**src/verilog/cfr_pkg.sv**
```systemverilog
// Shared constants and types for the CAN acceptance filter routing block
package cfr_pkg;

   // Register byte addresses
   localparam logic [11:0] CFR_CTRL_OFF = 12'h000; // Filter control, filters 16 to 19
   localparam logic [11:0] CFR_STAT_OFF = 12'h004; // Routing status
   localparam int CFR_ADDR_W = 12; // APB address width

   // Layout of one filter byte inside the control word
   localparam int CFR_EN_POS = 7; // Enable bit
   localparam int CFR_MSEL_LSB = 5; // Mask selector, two bits
   localparam int CFR_FSEL_LSB = 0; // FIFO selector, five bits
   localparam int CFR_LANE_W = 8; // Bits per filter
   localparam int CFR_NUM_FILT = 4; // Filters in this register
   localparam int CFR_NUM_MASK = 4; // Acceptance masks
   localparam logic [31:0] CFR_CTRL_RESET = 32'h0000_0000; // All filters off

   // One filter's control fields, packed in register order
   typedef struct packed {
      logic enable; // Filter takes part in acceptance
      logic [1:0] mask_sel; // Acceptance mask in use
      logic [4:0] fifo_sel; // Destination message FIFO
   } cfr_filter_type;

   // Routing decision handed to the receive engine
   typedef struct packed {
      logic valid; // A filter accepted the message
      logic [1:0] filter; // Winning filter, 0 means filter 16
      logic [4:0] fifo; // FIFO buffer to store in
   } cfr_route_type;

endpackage

```
**src/verilog/cfr_filter_slot.sv**
```systemverilog
// One filter slot: guarded field update and mask-selected acceptance
`timescale 1ns/1ps
module cfr_filter_slot (
   input wire cfr_pkg::cfr_filter_type cur,
   input wire logic [7:0] wr_byte,
   input wire logic wr_en,
   input wire logic [3:0] mask_hit,
   output cfr_pkg::cfr_filter_type nxt,
   output logic hit
);
   // Incoming write viewed as filter fields
   cfr_pkg::cfr_filter_type wr_fields;
   assign wr_fields = cfr_pkg::cfr_filter_type'(wr_byte);

   // While enabled, only the enable bit may change; the rest is frozen
   assign nxt.enable = wr_en ? wr_fields.enable : cur.enable;
   assign nxt.mask_sel = (wr_en && !cur.enable) ? wr_fields.mask_sel : cur.mask_sel;
   assign nxt.fifo_sel = (wr_en && !cur.enable) ? wr_fields.fifo_sel : cur.fifo_sel;

   // Match against the selected mask, only when the filter is on
   assign hit = cur.enable && mask_hit[cur.mask_sel];
endmodule

```
**src/verilog/cfr_top.sv**
```systemverilog
// APB register and routing logic for CAN acceptance filters 16 to 19
//
// Our own choices: the register addresses and register access over APB.
`timescale 1ns/1ps
module cfr_top (
   input wire logic core_clk,
   input wire logic rstn,
   input wire logic psel,
   input wire logic penable,
   input wire logic pwrite,
   input wire logic [11:0] paddr,
   input wire logic [31:0] pwdata,
   input wire logic [3:0] pstrb,
   output logic [31:0] prdata,
   output logic pready,
   output logic pslverr,
   input wire logic msg_valid,
   input wire logic [3:0][3:0] mask_hit,
   output cfr_pkg::cfr_route_type route,
   output logic [31:0] filter_cfg
);

   // State
   logic [31:0] ctrl_reg; // Filter control word
   logic [31:0] ctrl_next; // Control word after a write
   logic [31:0] prdata_reg; // Read data held for access phase
   logic pready_reg; // Access answer
   logic pslverr_reg; // Unmapped address flag
   cfr_pkg::cfr_route_type route_reg; // Last routing decision
   cfr_pkg::cfr_route_type route_next; // Routing decision this cycle
   logic [15:0] route_cnt_reg; // Messages routed since reset

   // Bus decode
   wire sel_ctrl = (paddr == cfr_pkg::CFR_CTRL_OFF); // Control word hit
   wire sel_stat = (paddr == cfr_pkg::CFR_STAT_OFF); // Status word hit
   wire mapped = sel_ctrl | sel_stat; // Any known address
   wire access = psel & penable; // Access phase
   wire commit = access & pready_reg; // Edge where transfer completes
   wire ctrl_wr = commit & pwrite & sel_ctrl; // Control write takes effect
   wire [31:0] stat_word = {route_cnt_reg, 5'h00, route_reg.valid, route_reg.filter,
                            3'h0, route_reg.fifo}; // Status view
   wire [31:0] rd_mux = sel_ctrl ? ctrl_reg : (sel_stat ? stat_word : 32'h0000_0000);

   // Per-filter slots, filter 16 in byte lane 0 up to filter 19 in lane 3
   logic [3:0] hit; // Filter accepted the message
   genvar gi;
   generate
      for (gi = 0; gi < cfr_pkg::CFR_NUM_FILT; gi++) begin : g_slot
         cfr_pkg::cfr_filter_type slot_nxt; // Next fields of this filter
         cfr_filter_slot u_slot (
            .cur(cfr_pkg::cfr_filter_type'(ctrl_reg[gi*8 +: 8])),
            .wr_byte(pwdata[gi*8 +: 8]),
            .wr_en(ctrl_wr & pstrb[gi]),
            .mask_hit(mask_hit[gi]),
            .nxt(slot_nxt),
            .hit(hit[gi])
         );
         assign ctrl_next[gi*8 +: 8] = slot_nxt;
      end
   endgenerate

   // Lowest numbered matching filter wins
   always_comb begin
      route_next = '0;
      for (int i = cfr_pkg::CFR_NUM_FILT - 1; i >= 0; i--) begin
         if (msg_valid && hit[i]) begin
            route_next.valid = 1'b1;
            route_next.filter = 2'(i);
            route_next.fifo = ctrl_reg[i*8 + cfr_pkg::CFR_FSEL_LSB +: 5];
         end
      end
   end

   // Control register
   always_ff @(posedge core_clk) begin
      if (!rstn) begin
         ctrl_reg <= cfr_pkg::CFR_CTRL_RESET;
      end else begin
         ctrl_reg <= ctrl_next;
      end
   end

   // APB answer: one wait state, then ready for one cycle
   always_ff @(posedge core_clk) begin
      if (!rstn) begin
         pready_reg <= 1'b0;
         prdata_reg <= 32'h0000_0000;
         pslverr_reg <= 1'b0;
      end else begin
         pready_reg <= access & ~pready_reg;
         prdata_reg <= (access & ~pready_reg & ~pwrite) ? rd_mux : 32'h0000_0000;
         pslverr_reg <= access & ~pready_reg & ~mapped;
      end
   end

   // Routing result and counter
   always_ff @(posedge core_clk) begin
      if (!rstn) begin
         route_reg <= '0;
         route_cnt_reg <= 16'h0000;
      end else begin
         route_reg <= route_next;
         if (route_next.valid) begin
            route_cnt_reg <= route_cnt_reg + 16'h0001;
         end
      end
   end

   // Outputs straight from flops
   assign prdata = prdata_reg;
   assign pready = pready_reg;
   assign pslverr = pslverr_reg;
   assign route = route_reg;
   assign filter_cfg = ctrl_reg;

   // Checks
   property p_reset_clear;
      @(posedge core_clk) !rstn |=> (ctrl_reg == 32'h0000_0000);
   endproperty
   a_reset_clear: assert property (p_reset_clear)
      else $error("control not cleared by reset");

   property p_off_no_route;
      @(posedge core_clk) disable iff (!rstn)
         (msg_valid && ctrl_reg[31] == 1'b0 && ctrl_reg[23] == 1'b0
          && ctrl_reg[15] == 1'b0 && ctrl_reg[7] == 1'b0) |=> !route.valid;
   endproperty
   a_off_no_route: assert property (p_off_no_route)
      else $error("disabled filter routed");

   property p_mask_miss;
      @(posedge core_clk) disable iff (!rstn)
         (msg_valid && ctrl_reg[7] && !mask_hit[0][ctrl_reg[6:5]]
          && !ctrl_reg[15] && !ctrl_reg[23] && !ctrl_reg[31]) |=> !route.valid;
   endproperty
   a_mask_miss: assert property (p_mask_miss) else $error("wrong mask used");

   property p_fifo_route;
      @(posedge core_clk) disable iff (!rstn)
         (msg_valid && ctrl_reg[7] && mask_hit[0][ctrl_reg[6:5]])
         |=> (route.valid && route.filter == 2'd0 && route.fifo == $past(ctrl_reg[4:0]));
   endproperty
   a_fifo_route: assert property (p_fifo_route)
      else $error("message sent to wrong FIFO");

   property p_lock19;
      @(posedge core_clk) disable iff (!rstn)
         ctrl_reg[31] |=> (ctrl_reg[30:24] == $past(ctrl_reg[30:24]));
   endproperty
   a_lock19: assert property (p_lock19) else $error("filter 19 changed while on");

   property p_lock18;
      @(posedge core_clk) disable iff (!rstn)
         ctrl_reg[23] |=> (ctrl_reg[22:16] == $past(ctrl_reg[22:16]));
   endproperty
   a_lock18: assert property (p_lock18) else $error("filter 18 changed while on");

   property p_lock17;
      @(posedge core_clk) disable iff (!rstn)
         ctrl_reg[15] |=> (ctrl_reg[14:8] == $past(ctrl_reg[14:8]));
   endproperty
   a_lock17: assert property (p_lock17) else $error("filter 17 changed while on");

   property p_lock16;
      @(posedge core_clk) disable iff (!rstn)
         ctrl_reg[7] |=> (ctrl_reg[6:0] == $past(ctrl_reg[6:0]));
   endproperty
   a_lock16: assert property (p_lock16) else $error("filter 16 changed while on");

   property p_write_free;
      @(posedge core_clk) disable iff (!rstn)
         (ctrl_wr && pstrb[0] && !ctrl_reg[7])
         |=> (ctrl_reg[7:0] == $past(pwdata[7:0]));
   endproperty
   a_write_free: assert property (p_write_free)
      else $error("write to idle filter lost");

   // Idle filter 17 takes a full lane write
   property p_write_free17;
      @(posedge core_clk) disable iff (!rstn)
         (ctrl_wr && pstrb[1] && !ctrl_reg[15])
         |=> (ctrl_reg[15:8] == $past(pwdata[15:8]));
   endproperty
   a_write_free17: assert property (p_write_free17)
      else $error("write to idle filter 17 lost");

   // Idle filter 18 takes a full lane write
   property p_write_free18;
      @(posedge core_clk) disable iff (!rstn)
         (ctrl_wr && pstrb[2] && !ctrl_reg[23])
         |=> (ctrl_reg[23:16] == $past(pwdata[23:16]));
   endproperty
   a_write_free18: assert property (p_write_free18)
      else $error("write to idle filter 18 lost");

   // Idle filter 19 takes a full lane write
   property p_write_free19;
      @(posedge core_clk) disable iff (!rstn)
         (ctrl_wr && pstrb[3] && !ctrl_reg[31])
         |=> (ctrl_reg[31:24] == $past(pwdata[31:24]));
   endproperty
   a_write_free19: assert property (p_write_free19)
      else $error("write to idle filter 19 lost");

   // Filter 19 alone routes to its own FIFO field
   property p_fifo_route19;
      @(posedge core_clk) disable iff (!rstn)
         (msg_valid && ctrl_reg[31] && mask_hit[3][ctrl_reg[30:29]]
          && !ctrl_reg[23] && !ctrl_reg[15] && !ctrl_reg[7])
         |=> (route.valid && route.filter == 2'd3 && route.fifo == $past(ctrl_reg[28:24]));
   endproperty
   a_fifo_route19: assert property (p_fifo_route19)
      else $error("filter 19 message sent to wrong FIFO");

   // No message, no routing decision
   property p_no_msg_route;
      @(posedge core_clk) disable iff (!rstn)
         !msg_valid |=> !route.valid;
   endproperty
   a_no_msg_route: assert property (p_no_msg_route)
      else $error("route without message");

   // Reset quiets the routing and bus answers
   property p_reset_route;
      @(posedge core_clk) !rstn |=> (!route.valid && !pready && !pslverr);
   endproperty
   a_reset_route: assert property (p_reset_route)
      else $error("outputs active after reset");

endmodule
```
**config.mk**
```make
export PLATFORM = sky130hd
export DESIGN_NAME = cfr_top
export DESIGN_NICKNAME = d
export VERILOG_FILES = /design/src/verilog/cfr_pkg.sv /design/src/verilog/cfr_filter_slot.sv /design/src/verilog/cfr_top.sv
export SDC_FILE = /design/constraint.sdc
export NUM_CORES = 1
export LEC_CHECK = 0
export BUFFER_PORTS_ARGS = -buffer_cell sky130_fd_sc_hd__buf_4
export CAP_MARGIN = 10
export CORE_MARGIN = 1
export CORE_UTILIZATION = 30
export DETAILED_ROUTE_END_ITERATION = 8
export GPL_ROUTABILITY_DRIVEN = 0
export PLACE_DENSITY = 0.56
export SLEW_MARGIN = 20
export SYNTH_ARGS = -nofsm -noshare
export SYNTH_HDL_FRONTEND = slang
export SYNTH_SLANG_ARGS = --single-unit
```
**constraint.sdc**
```tcl
create_clock -name core_clk -period 2.8 [get_ports core_clk]
set_clock_uncertainty 0.2 [all_clocks]
set_input_delay 0.56 -clock core_clk [delete_from_list [all_inputs] [get_ports core_clk]]
set_output_delay 0.56 -clock core_clk [all_outputs]
set_load 0.05 [all_outputs]
```
Word level (Yosys, flattened, before mapping). Index checks and enable logic that the tools add are counted.

$add $sub $neg: 1. Order comparisons: 4. Equal/unequal tests: 1. Multiplexer cells: 14. Bitwise gates (word level): 16. Reductions and logical operators: 20.

Operators with widths (number): 2-to-1 mux 32 bit (2); 2-to-1 mux 8 bit (4); adder 16 x 1 -> 16 bit, second input constant (1); == test 12 x 3 -> 1 bit, second input constant (1); logical AND 1 bit (12); zero test 12 bit (1); < comparator 2 x 3 -> 1 bit, second input constant (4); bitwise AND 1 bit (11); binary-select mux 1 bit (select 2 bit) (4); zero test 1 bit (4); 2-to-1 mux 1 bit (4); inverter 1 bit (4); OR reduction 3 bit (1); AND reduction 2 bit (1); OR reduction 2 bit (1); OR 1 bit (1).

Register bits: 90. Output and inout port bits: 74. Word-level logic and storage cells: 72.

Depth between registers and ports, before layout. Gate-level depths: netlist (run 1).

Word-level depth: 8. Gate-level depth with buffers: 8. Gate-level depth less buffers: 5.

Hierarchy. Synthesis (run 1) repeated with hierarchy kept, for this count alone.

Cells, all modules: 353. Area, all modules: 3663.5 um^2.

By module, submodules not included: cfr_top (instances 1, cells each 305, area each 3143.0 um^2); cfr_filter_slot (instances 4, cells each 12, area each 130.1 um^2).

Worst setup path after synthesis (run 1). No wires, ideal clock.

Path type: register to register. From: reg ctrl_reg[29] (netlist: filter_cfg[29]). To: reg route_cnt_reg[3]. Arrival time: 2191 ps. Data required time: 2530 ps. Setup slack: 339 ps. Stages on the path, launching flop included: 9. Cell sequence: dfxtp_1 -> mux4_1 -> nand2_2 -> and4_4 -> buf_6 -> buf_6 -> buf_2 -> o21ai_0 -> a21oi_1.

Word-level cells in the longest chain between the ends: 8.

Ends and longest elaborated chain: start: declaration (RTL line cfr_top.sv:24) `logic [31:0] ctrl_reg;`; start signal: assignment (RTL line cfr_top.sv:77) `ctrl_reg <= cfr_pkg::CFR_CTRL_RESET;`; start signal: assignment (RTL line cfr_top.sv:79) `ctrl_reg <= ctrl_next;`; binary-select mux 1 bit (select 2 bit) (RTL line cfr_filter_slot.sv:21) `assign hit = cur.enable && mask_hit[cur.mask_sel];`; 2-to-1 mux 1 bit (implied by the code) (RTL line cfr_filter_slot.sv:21); logical AND 1 bit (RTL line cfr_filter_slot.sv:21); logical AND 1 bit (RTL line cfr_top.sv:66) `if (msg_valid && hit[i]) begin`; 2-to-1 mux 8 bit (4 in a row) (RTL line cfr_top.sv:66); end signal: assignment (RTL line cfr_top.sv:104) `route_cnt_reg <= route_cnt_reg + 16'h0001;`; end: declaration (RTL line cfr_top.sv:31) `logic [15:0] route_cnt_reg;`.

No other way between the ends. The select of a mux whose other input is x is not followed. A chain may end at the register's enable or synchronous reset.

Worst setup path after layout (run 1).
From: reg ctrl_reg[21] (netlist: filter_cfg[21]). To: reg route_reg (netlist bit route[2]).

Word-level cells in the longest chain between the ends: 7.

Ends and longest elaborated chain: binary-select mux 1 bit (select 2 bit) (RTL line cfr_filter_slot.sv:21); 2-to-1 mux 1 bit (implied by the code) (RTL line cfr_filter_slot.sv:21); logical AND 1 bit (RTL line cfr_filter_slot.sv:21); logical AND 1 bit (RTL line cfr_top.sv:66); 2-to-1 mux 8 bit (3 in a row) (RTL line cfr_top.sv:66); end signal: assignment (RTL line cfr_top.sv:102) `route_reg <= route_next;`; end: declaration (RTL line cfr_top.sv:29) `cfr_pkg::cfr_route_type route_reg;`.

No other way between the ends. The select of a mux whose other input is x is not followed.

==> impl_metrics.ini, run 1 <==
[sta]
period_share_pct = 81.34
fmax_mhz = 439.1
rsz0062_at_grt = false
finalSetupViolCount = 0
worst_pin_slew_ns = 0.5814
report.final.slew_viol_count = 0
period_minus_slack_ns = 2.277
fin_tns_setup_ns = 0
hold_violations = 0
slew_headroom_pct = 61.10

[job]
drv_cap = 0

[critical_path]
crit_chain = mux4_1 -> and2_1 -> nor2_1 -> a221oi_1 -> o21ai_0
cp.buffers_inverters = 0
critPathMaxFanout = 6
worstPathRequired_ns = 2.85
arrival_ns = 2.33
r2r_cells = 5
path_depth = 5
critPathLaunchType = flip-flop
slowest_delay_ns = 0.64
cp-end-kind = flip-flop
critPathTopFamily = multiplexers
slowest_stage = mux4_1
crit_type = reg2reg

[pwr]
vdd_drop_max_mv = 0.2672
swShare_pct = 20.05
power_density_nw_per_um2 = 527.1
internal_power_w = 0.002097
power_switching_w = 0.0005261
combPwrFrac_pct = 4.3
p_clk_share_pct = 46.9
p_leak_nw = 2.310
p_seq_share_pct = 48.9
power_w = 0.002623

[global_route]
gr-usage-all-layers_pct = 17.34
grt_pass1_wl_mm = 15.41
grt_pass1_vias = 2986
grt_start_max_net_pins = 40
antenna_found_initial = 0
grt-ovfl-total = 0

[clocking]
cts.repair.resized = 0
clockRootBuffer = clkbuf_16
htreeDepth = 3
cts_hold_buf = 0
cts_buffers = 9
cts.sinks = 90
path_clk_slew_ns = 0.07
clkLatencyLatePin_ns = 0.34
post_cts_buffers = 0
clockBufferDepth = 2
tritoncts = done

[route]
wire_per_inst_um = 16.22
drc_errors = 0
met3_length_um = 710
first_pass_iters = 7
viasPerCell = 4.990
num_vias = 3114
first_iter_violations = 165
routed_wl_mm = 10.12
wl_met2_mm = 4.785
dr.max_layer_used = met4
routedLengthMet1_mm = 4.586
ant_nets = 0

[synthesis]
ys_ff_latch = 90
syn_inst = 340
synth_top_area_cell = dfxtp_1
yosysWarnings = 0
netlist.area_leader.share_pct = 52.36
synth_area_um2 = 3441
synth_edf_count = 0
yosys-top-cells-area = dfxtp_1 52%, mux2i_1 9.3%, a22o_1 6.1%
syn_nets = 411
synthFlopType = dfxtp_1
avgSynthCellArea_um2 = 10.12
ys_async_sr_fraction_pct = 0
ys_types = 31
ys_seq_area_share_pct = 52.36

[die]
core_um2 = 10980
dieHeight_um = 109.1
ios = 144
rows = 38
die_w_um = 109.1
initial_core_util_pct = 31.33
die_area_um2 = 11900

[placement]
io_buffer_count = 143
dp_hpwl_mm = 7.333
dp.cells = 608

[finish]
nNetsFinal = 550
drive_gt1_share_pct = 35.12
layout_common_cells = 148 x buf_4, 90 x dfxtp_1, 41 x nor2_1
final_common_cell = buf_4
n_antenna_cell = 0
n_fill_cell = 1055
stdcell_count = 624
area_growth_pct = 44.65

[worst_hold_path]
hold_depth = 3
min_path_type = in2reg

[outcome]
outcome = finished clean
cell families after synthesis:
group	share of synthesized area, %
and+or+nand+nor	17.02
DFF	52.36
AOI/OAI and AO/OA	14.51
muxes	12.15
buffers and inverters	3.345
xor gates and xnor gates	0.2546
adders and majority gates	0.3636
worst paths after layout:
| path | start | end | slack (ns) |
|---|---|---|---|
| max reg2reg | filter_cfg[21]$_SDFFE_PN0P_ | route[2]$_SDFF_PN0_ | 0.52 |
| max | filter_cfg[21]$_SDFFE_PN0P_ | route[2]$_SDFF_PN0_ | 0.52 |
| min | pwdata[24] | filter_cfg[24]$_SDFFE_PN0P_ | 0.25 |
| min reg2reg | route[4]$_SDFF_PN0_ | prdata[4]$_SDFF_PN0_ | 0.29 |
final cells by class:
| type | count | area (um2) | share of cell area (%) |
|---|---|---|---|
| sequential | 90 | 1802 | 36.20 |
| multi-input combinational | 224 | 1526 | 30.67 |
| timing repair buffer | 150 | 1151 | 23.13 |
| clock buffer | 13 | 260.3 | 5.229 |
| tap | 140 | 175.2 | 3.519 |
| clock inverter | 3 | 47.55 | 0.9553 |
| inverter | 4 | 15.01 | 0.3017 |
metrics by stage:
stage	cell area [um2]	utilization (%)	hold WS, ns	worst slack [ns]
after CTS	4977	45.32	0.2492	0.5570
after global placement	4669	42.52	0.2672	0.4450
after floorplan	3441	-	0.2516	0.3387
after detailed placement	4669	42.52	0.2673	0.4031
final	4977	45.32	0.2518	0.5225
after global routing	4977	45.32	0.2554	0.3815
power groups by stage:
stage / registers (W) / logic, W / clock network, W
after floorplan: 0.00131 / 0.0000204 / 0
after global placement: 0.00131 / 0.000112 / 0
after global routing: 0.00128 / 0.000121 / 0.00131
final: 0.00128 / 0.000112 / 0.00123
after CTS: 0.00128 / 0.000113 / 0.00126
after detailed placement: 0.00131 / 0.000113 / 0
metal layers:
metal,vias to the layer above,global-route usage [%]
li1,1527,-
met1,1456,23.38
met2,129,27.58
met3,2,3.766
met4,0,5.212
met5,-,0
cells in the mapped netlist, types with 6 or more instances:
master	instances
a21oi_1	15
a22o_1	24
and2_1	10
clkbuf_1	18
dfxtp_1	90
mux2i_1	32
nand2_1	19
nand3_1	9
nand4_1	6
nor2_1	42
o21ai_0	14
o31ai_1	11
or4_1	11
tightest hold or removal path, cell delays in order:
cell and delay (ns):
buf_4 0.08, mux2i_1 0.05, nor2_1 0.07
Power figures use the tool's default switching activity.
==> run 2: changes to the inputs <==
==> constraint.sdc (replaced) <==
create_clock -name core_clk -period 2.1 [get_ports core_clk]
set_clock_uncertainty 0.2 [all_clocks]
set_input_delay 0.42 -clock core_clk [delete_from_list [all_inputs] [get_ports core_clk]]
set_output_delay 0.42 -clock core_clk [all_outputs]
set_load 0.05 [all_outputs]
==> run 2 against run 1 <==
Count of clock-buffer cells in the layout shrank 2. Worst setup slack lost 0.51 ns. Sequential share of layout area shrank 0.19 points. Worst hold slack lost 0.14 ns. Register-to-register slack lost 0.51 ns. Clock power grew 34%. Largest cell class unchanged. Cell count grew 1.3%. Combinational power grew 35%. Largest power group unchanged.
==> impl_metrics.ini, run 2 (synthesis gave the netlist of run 1 again) <==
[outcome]
outcome = finished clean

[placement]
dp_hpwl_mm = 7.465
io_buffer_count = 143
detailedPlace.worstSlack_ns = -0.03269

[clocking]
clockRootBuffer = clkbuf_16
cts_buffers = 9
post_cts_buffers = 0
htreeDepth = 3
clkLatencyLatePin_ns = 0.34
cts_hold_buf = 0
tritoncts = done
clockBufferDepth = 2
path_clk_slew_ns = 0.06
cts.sinks = 90

[sta]
report.final.slew_viol_count = 0
fmax_mhz = 479.6
slew_headroom_pct = 74.10
worst_pin_slew_ns = 0.3875
period_share_pct = 99.28
hold_violations = 0
finalSetupViolCount = 0
rsz0062_at_grt = true
period_minus_slack_ns = 2.085
setup_ws_ns = 0.01506
fin_tns_setup_ns = 0
hold_slack_ns = 0.1145

[finish]
nNetsFinal = 558
seq_area_um2 = 1829
n_fill_cell = 1065
layout_common_cells = 154 x buf_4, 80 x dfxtp_1, 40 x nor2_1
multi_input_area_um2 = 1553
final_common_cell = buf_4
area_growth_pct = 47.64
drive_gt1_share_pct = 39.84
n_antenna_cell = 0

[die]
rows = 38
die_area_um2 = 11900
die_w_um = 109.1
core_um2 = 10980
ios = 144
dieHeight_um = 109.1
initial_core_util_pct = 31.33

[critical_path]
r2r_setup_slack_ns = 0.02
crit_type = reg2reg
rr_endpoint = route_cnt_reg[12]$_SDFFE_PN0P_
cp-end-kind = flip-flop
arrival_ns = 2.14
worstPathRequired_ns = 2.16
critPathMaxFanout = 7
critPathLaunchType = flip-flop
r2r_cells = 5
r2r_start = filter_cfg[21]$_SDFFE_PN0P_

[route]
viasPerCell = 5.071
routed_wl_mm = 10.47
ant_nets = 0
drc_errors = 0
wire_per_inst_um = 16.56
first_pass_iters = 4
num_vias = 3205
first_iter_violations = 124

[global_route]
grt-ovfl-total = 0
gr-usage-all-layers_pct = 17.92
antenna_found_initial = 0
grt_pass1_wl_mm = 15.87
grt_start_max_net_pins = 33
grt_pass1_vias = 3007

[worst_hold_path]
hold_depth = 3
min_from = pwdata[2]
worstHoldEndpoint = filter_cfg[2]$_SDFFE_PN0P_
min_path_type = in2reg

[pwr]
p_leak_nw = 2.359
vdd_drop_max_mv = 0.4451
power_density_nw_per_um2 = 690.2

[job]
drv_cap = 0
[run 2: cell count changes in the layout (fill, tap and decap cells not counted), moves of 2 or more]
| cell | previous run | this run |
|---|---|---|
| dfxtp_1 | 90 | 80 |
| buf_4 | 148 | 154 |
| dfxtp_4 | 0 | 6 |
| dfxtp_2 | 0 | 4 |
| and4_4 | 1 | 3 |
| clkbuf_1 | 2 | 0 |
| clkinv_4 | 2 | 0 |
| inv_6 | 0 | 2 |
| mux4_1 | 2 | 0 |
| mux4_2 | 2 | 4 |
| nand2_1 | 19 | 17 |
| nand2_2 | 1 | 3 |
[run 2: how the worst max path moves through the flow]
stage,start,endpoint,depth (start not counted)
after CTS,filter_cfg[5]$_SDFFE_PN0P_,route_cnt_reg[12]$_SDFFE_PN0P_,5
after floorplan,filter_cfg[5]$_SDFFE_PN0P_,route_cnt_reg[14]$_SDFFE_PN0P_,7
after global placement,mask_hit[11],route_cnt_reg[10]$_SDFFE_PN0P_,6
final,filter_cfg[21]$_SDFFE_PN0P_,route_cnt_reg[12]$_SDFFE_PN0P_,5
after global routing,filter_cfg[13]$_SDFFE_PN0P_,route_cnt_reg[15]$_SDFFE_PN0P_,5
after detailed placement,mask_hit[11],route_cnt_reg[9]$_SDFFE_PN0P_,6
[run 2: area by class of cell]
cell class | instances | share of cell area, %
Sequential cell | 90 | 36.01
Multi-Input combinational cell | 226 | 30.57
Timing Repair Buffer | 156 | 23.55
Clock buffer | 11 | 4.975
Tap cell | 140 | 3.448
Clock inverter | 5 | 1.158
Inverter | 4 | 0.2956
[run 2: repair_timing]
| action | CTS | global route |
|---|---|---|
| gates cloned | 1 | 1 |
| pin swaps | 1 | 3 |
| gates resized for setup | 0 | 6 |
| endpoints found under the setup margin | 1 | 10 |
[run 2: routing by layer]
layer / up-vias / part of all wire (%) / GRT usage, %
met5: - / 0 / 0
met1: 1503 / 44 / 22.49
met4: 0 / 2.0 / 6.853
met2: 129 / 47 / 29.51
li1: 1559 / - / -
met3: 14 / 6.9 / 4.304
[run 2: per-stage QoR]
step | utilization [%] | cells | power (W) | instance area (um2)
floorplan | - | 340 | 0.001772 | 3465
global placement | 43.12 | 614 | 0.001889 | 4736
detailed placement | 43.12 | 614 | 0.001891 | 4736
CTS | 46.05 | 631 | 0.003554 | 5057
global route | 46.25 | 632 | 0.003639 | 5080
finish | 46.25 | 632 | 0.003506 | 5080
[run 2: worst max-delay path, cell delays in order (launching register included)]
cell and delay [ns]:
dfxtp_4 0.36, mux4_2 0.39, nand2_2 0.10, and4_4 0.25, or4_1 0.53, a21oi_1 0.18
[run 2: report_power, final]
| group | internal, W | switching, W |
|---|---|---|
| clock | 0.000994 | 0.000660 |
| sequential | 0.00170 | 0.000000851 |
| combinational | 0.0000960 | 0.0000553 |
==> run 3: changes to the inputs <==
--- a/config.mk
+++ b/config.mk
@@ -7,6 +7,7 @@
 export LEC_CHECK = 0
 export BUFFER_PORTS_ARGS = -buffer_cell sky130_fd_sc_hd__buf_4
 export CAP_MARGIN = 10
+export CORE_ASPECT_RATIO = 2
 export CORE_MARGIN = 1
 export CORE_UTILIZATION = 30
 export DETAILED_ROUTE_END_ITERATION = 8
==> run 3 against run 2 <==
Worst setup slack better by 0.042 ns. Combinational power about the same. Via count about the same. Largest cell class unchanged. Largest power group is now clock. Highest routed layer unchanged.
==> impl_metrics.ini, run 3 (synthesis gave the netlist of run 1 again) <==
[global_route]
grt_start_max_net_pins = 28
grt_pass1_wl_mm = 16.08
gr-usage-all-layers_pct = 18.24
grt-ovfl-total = 0
grt_pass1_vias = 3062
antenna_found_initial = 0

[worst_hold_path]
min_path_type = in2reg

[sta]
finalSetupViolCount = 0
fin_tns_setup_ns = 0
fmax_mhz = 489.5
slew_headroom_pct = 72.35
hold_violations = 0
hold_slack_ns = 0.1021
setup_ws_ns = 0.05692
worst_pin_slew_ns = 0.4137
period_minus_slack_ns = 2.043
period_share_pct = 97.29
rsz0062_at_grt = true
report.final.slew_viol_count = 0

[die]
die_w_um = 77.73
initial_core_util_pct = 30.67
die_area_um2 = 11930
core_um2 = 11220
rows = 55
ios = 144
dieHeight_um = 153.5

[placement]
detailedPlace.worstSlack_ns = -0.1017
dp_hpwl_mm = 8.231
place_area_um2 = 4761
io_buffer_count = 143
dp.cells = 619

[route]
viasPerCell = 5.030
wire_per_inst_um = 16.96
num_vias = 3204
drc_errors = 0
first_iter_violations = 108
routed_wl_mm = 10.80
ant_nets = 0
first_pass_iters = 6

[clocking]
cts_buffers = 9
clkLatencyLatePin_ns = 0.35
cts.sinks = 90
clockBufferDepth = 2
cts_hold_buf = 0
tritoncts = done
path_clk_slew_ns = 0.07
htreeDepth = 3
clockRootBuffer = clkbuf_16

[job]
drv_cap = 0

[finish]
final_area_um2 = 5137
multi_input_area_um2 = 1543
final_common_cell = buf_4
n_antenna_cell = 0
drive_gt1_share_pct = 39.80
area_growth_pct = 49.31
seq_area_um2 = 1828
n_fill_cell = 1117
nNetsFinal = 561
stdcell_count = 637
layout_common_cells = 158 x buf_4, 81 x dfxtp_1, 39 x nor2_1

[pwr]
p_leak_nw = 2.385
power_density_nw_per_um2 = 715.9
vdd_drop_max_mv = 0.4520

[critical_path]
critPathLaunchType = flip-flop
crit_type = reg2reg
arrival_ns = 2.11
critPathMaxFanout = 12
crit_chain = mux4_2 -> nand2_1 -> and4_4 -> or4_1 -> a21oi_1
worstPathRequired_ns = 2.17
slowest_delay_ns = 0.51
slowest_stage = or4_1
cp-end-kind = flip-flop

[outcome]
outcome = finished clean
## run 3: changes by cell type in the layout (fill, tap and decap cells not counted), sizes merged
cell and change:
buf +4, inv -3, clkinvlp +2, and4 -1, bufinv +1
## run 3: through the flow
stage	power, W	util [%]
after CTS	0.003716	45.57
final	0.003678	45.80
after global placement	0.001891	42.44
after detailed placement	0.001893	42.44
after floorplan	0.001772	-
after global routing	0.003812	45.80
## run 3: cell type report
| cell class | count | share of cell area [%] |
|---|---|---|
| clock buffer | 11 | 5.139 |
| clock inverter | 5 | 1.632 |
| inverter | 4 | 0.2923 |
| multi-input combinational | 225 | 30.03 |
| sequential | 90 | 35.58 |
| tap | 142 | 3.458 |
| timing repair buffer | 160 | 23.87 |
## run 3: worst max-delay path, delay by kind of cell, from the launching register on
family             cells  cell delay, ns
muxes                  1            0.36
and+or+nand+nor        3            0.89
AOI/OAI and AO/OA      1            0.17
DFF                    1            0.36
## run 3: path summary, 6_finish.rpt
kind / depth (start not counted) / endpoint / from / slack (ns)
worst min-delay path: 3 / filter_cfg[3]$_SDFFE_PN0P_ / pwdata[3] / 0.10
worst max register to register: 5 / route_cnt_reg[10]$_SDFFE_PN0P_ / filter_cfg[13]$_SDFFE_PN0P_ / 0.06
worst max-delay path: 5 / route_cnt_reg[10]$_SDFFE_PN0P_ / filter_cfg[13]$_SDFFE_PN0P_ / 0.06
worst min register to register: 1 / prdata[1]$_SDFF_PN0_ / route[1]$_SDFF_PN0_ / 0.28
## run 3: routing by layer
metal | wire, um | up-vias | global-route usage, %
met1 | 3744 | 1535 | 16.99
met3 | 509 | 23 | 3.761
li1 | - | 1548 | -
met4 | 383 | 0 | 9.973
met5 | 0 | - | 0
met2 | 6165 | 98 | 35.52
## run 3: where the power goes
group	total [W]	switching, W	internal (W)
logic	0.000153	0.0000568	0.0000961
clock network	0.00182	0.000675	0.00115
registers	0.00170	0.000000692	0.00170
total	0.00368	0.000733	0.00294
## run 3: what timing repair did
item	CTS	global route
gates cloned	0	1
endpoints found under the setup margin	2	12
setup buffers	0	1
resized for setup	1	3
pin swaps	1	2
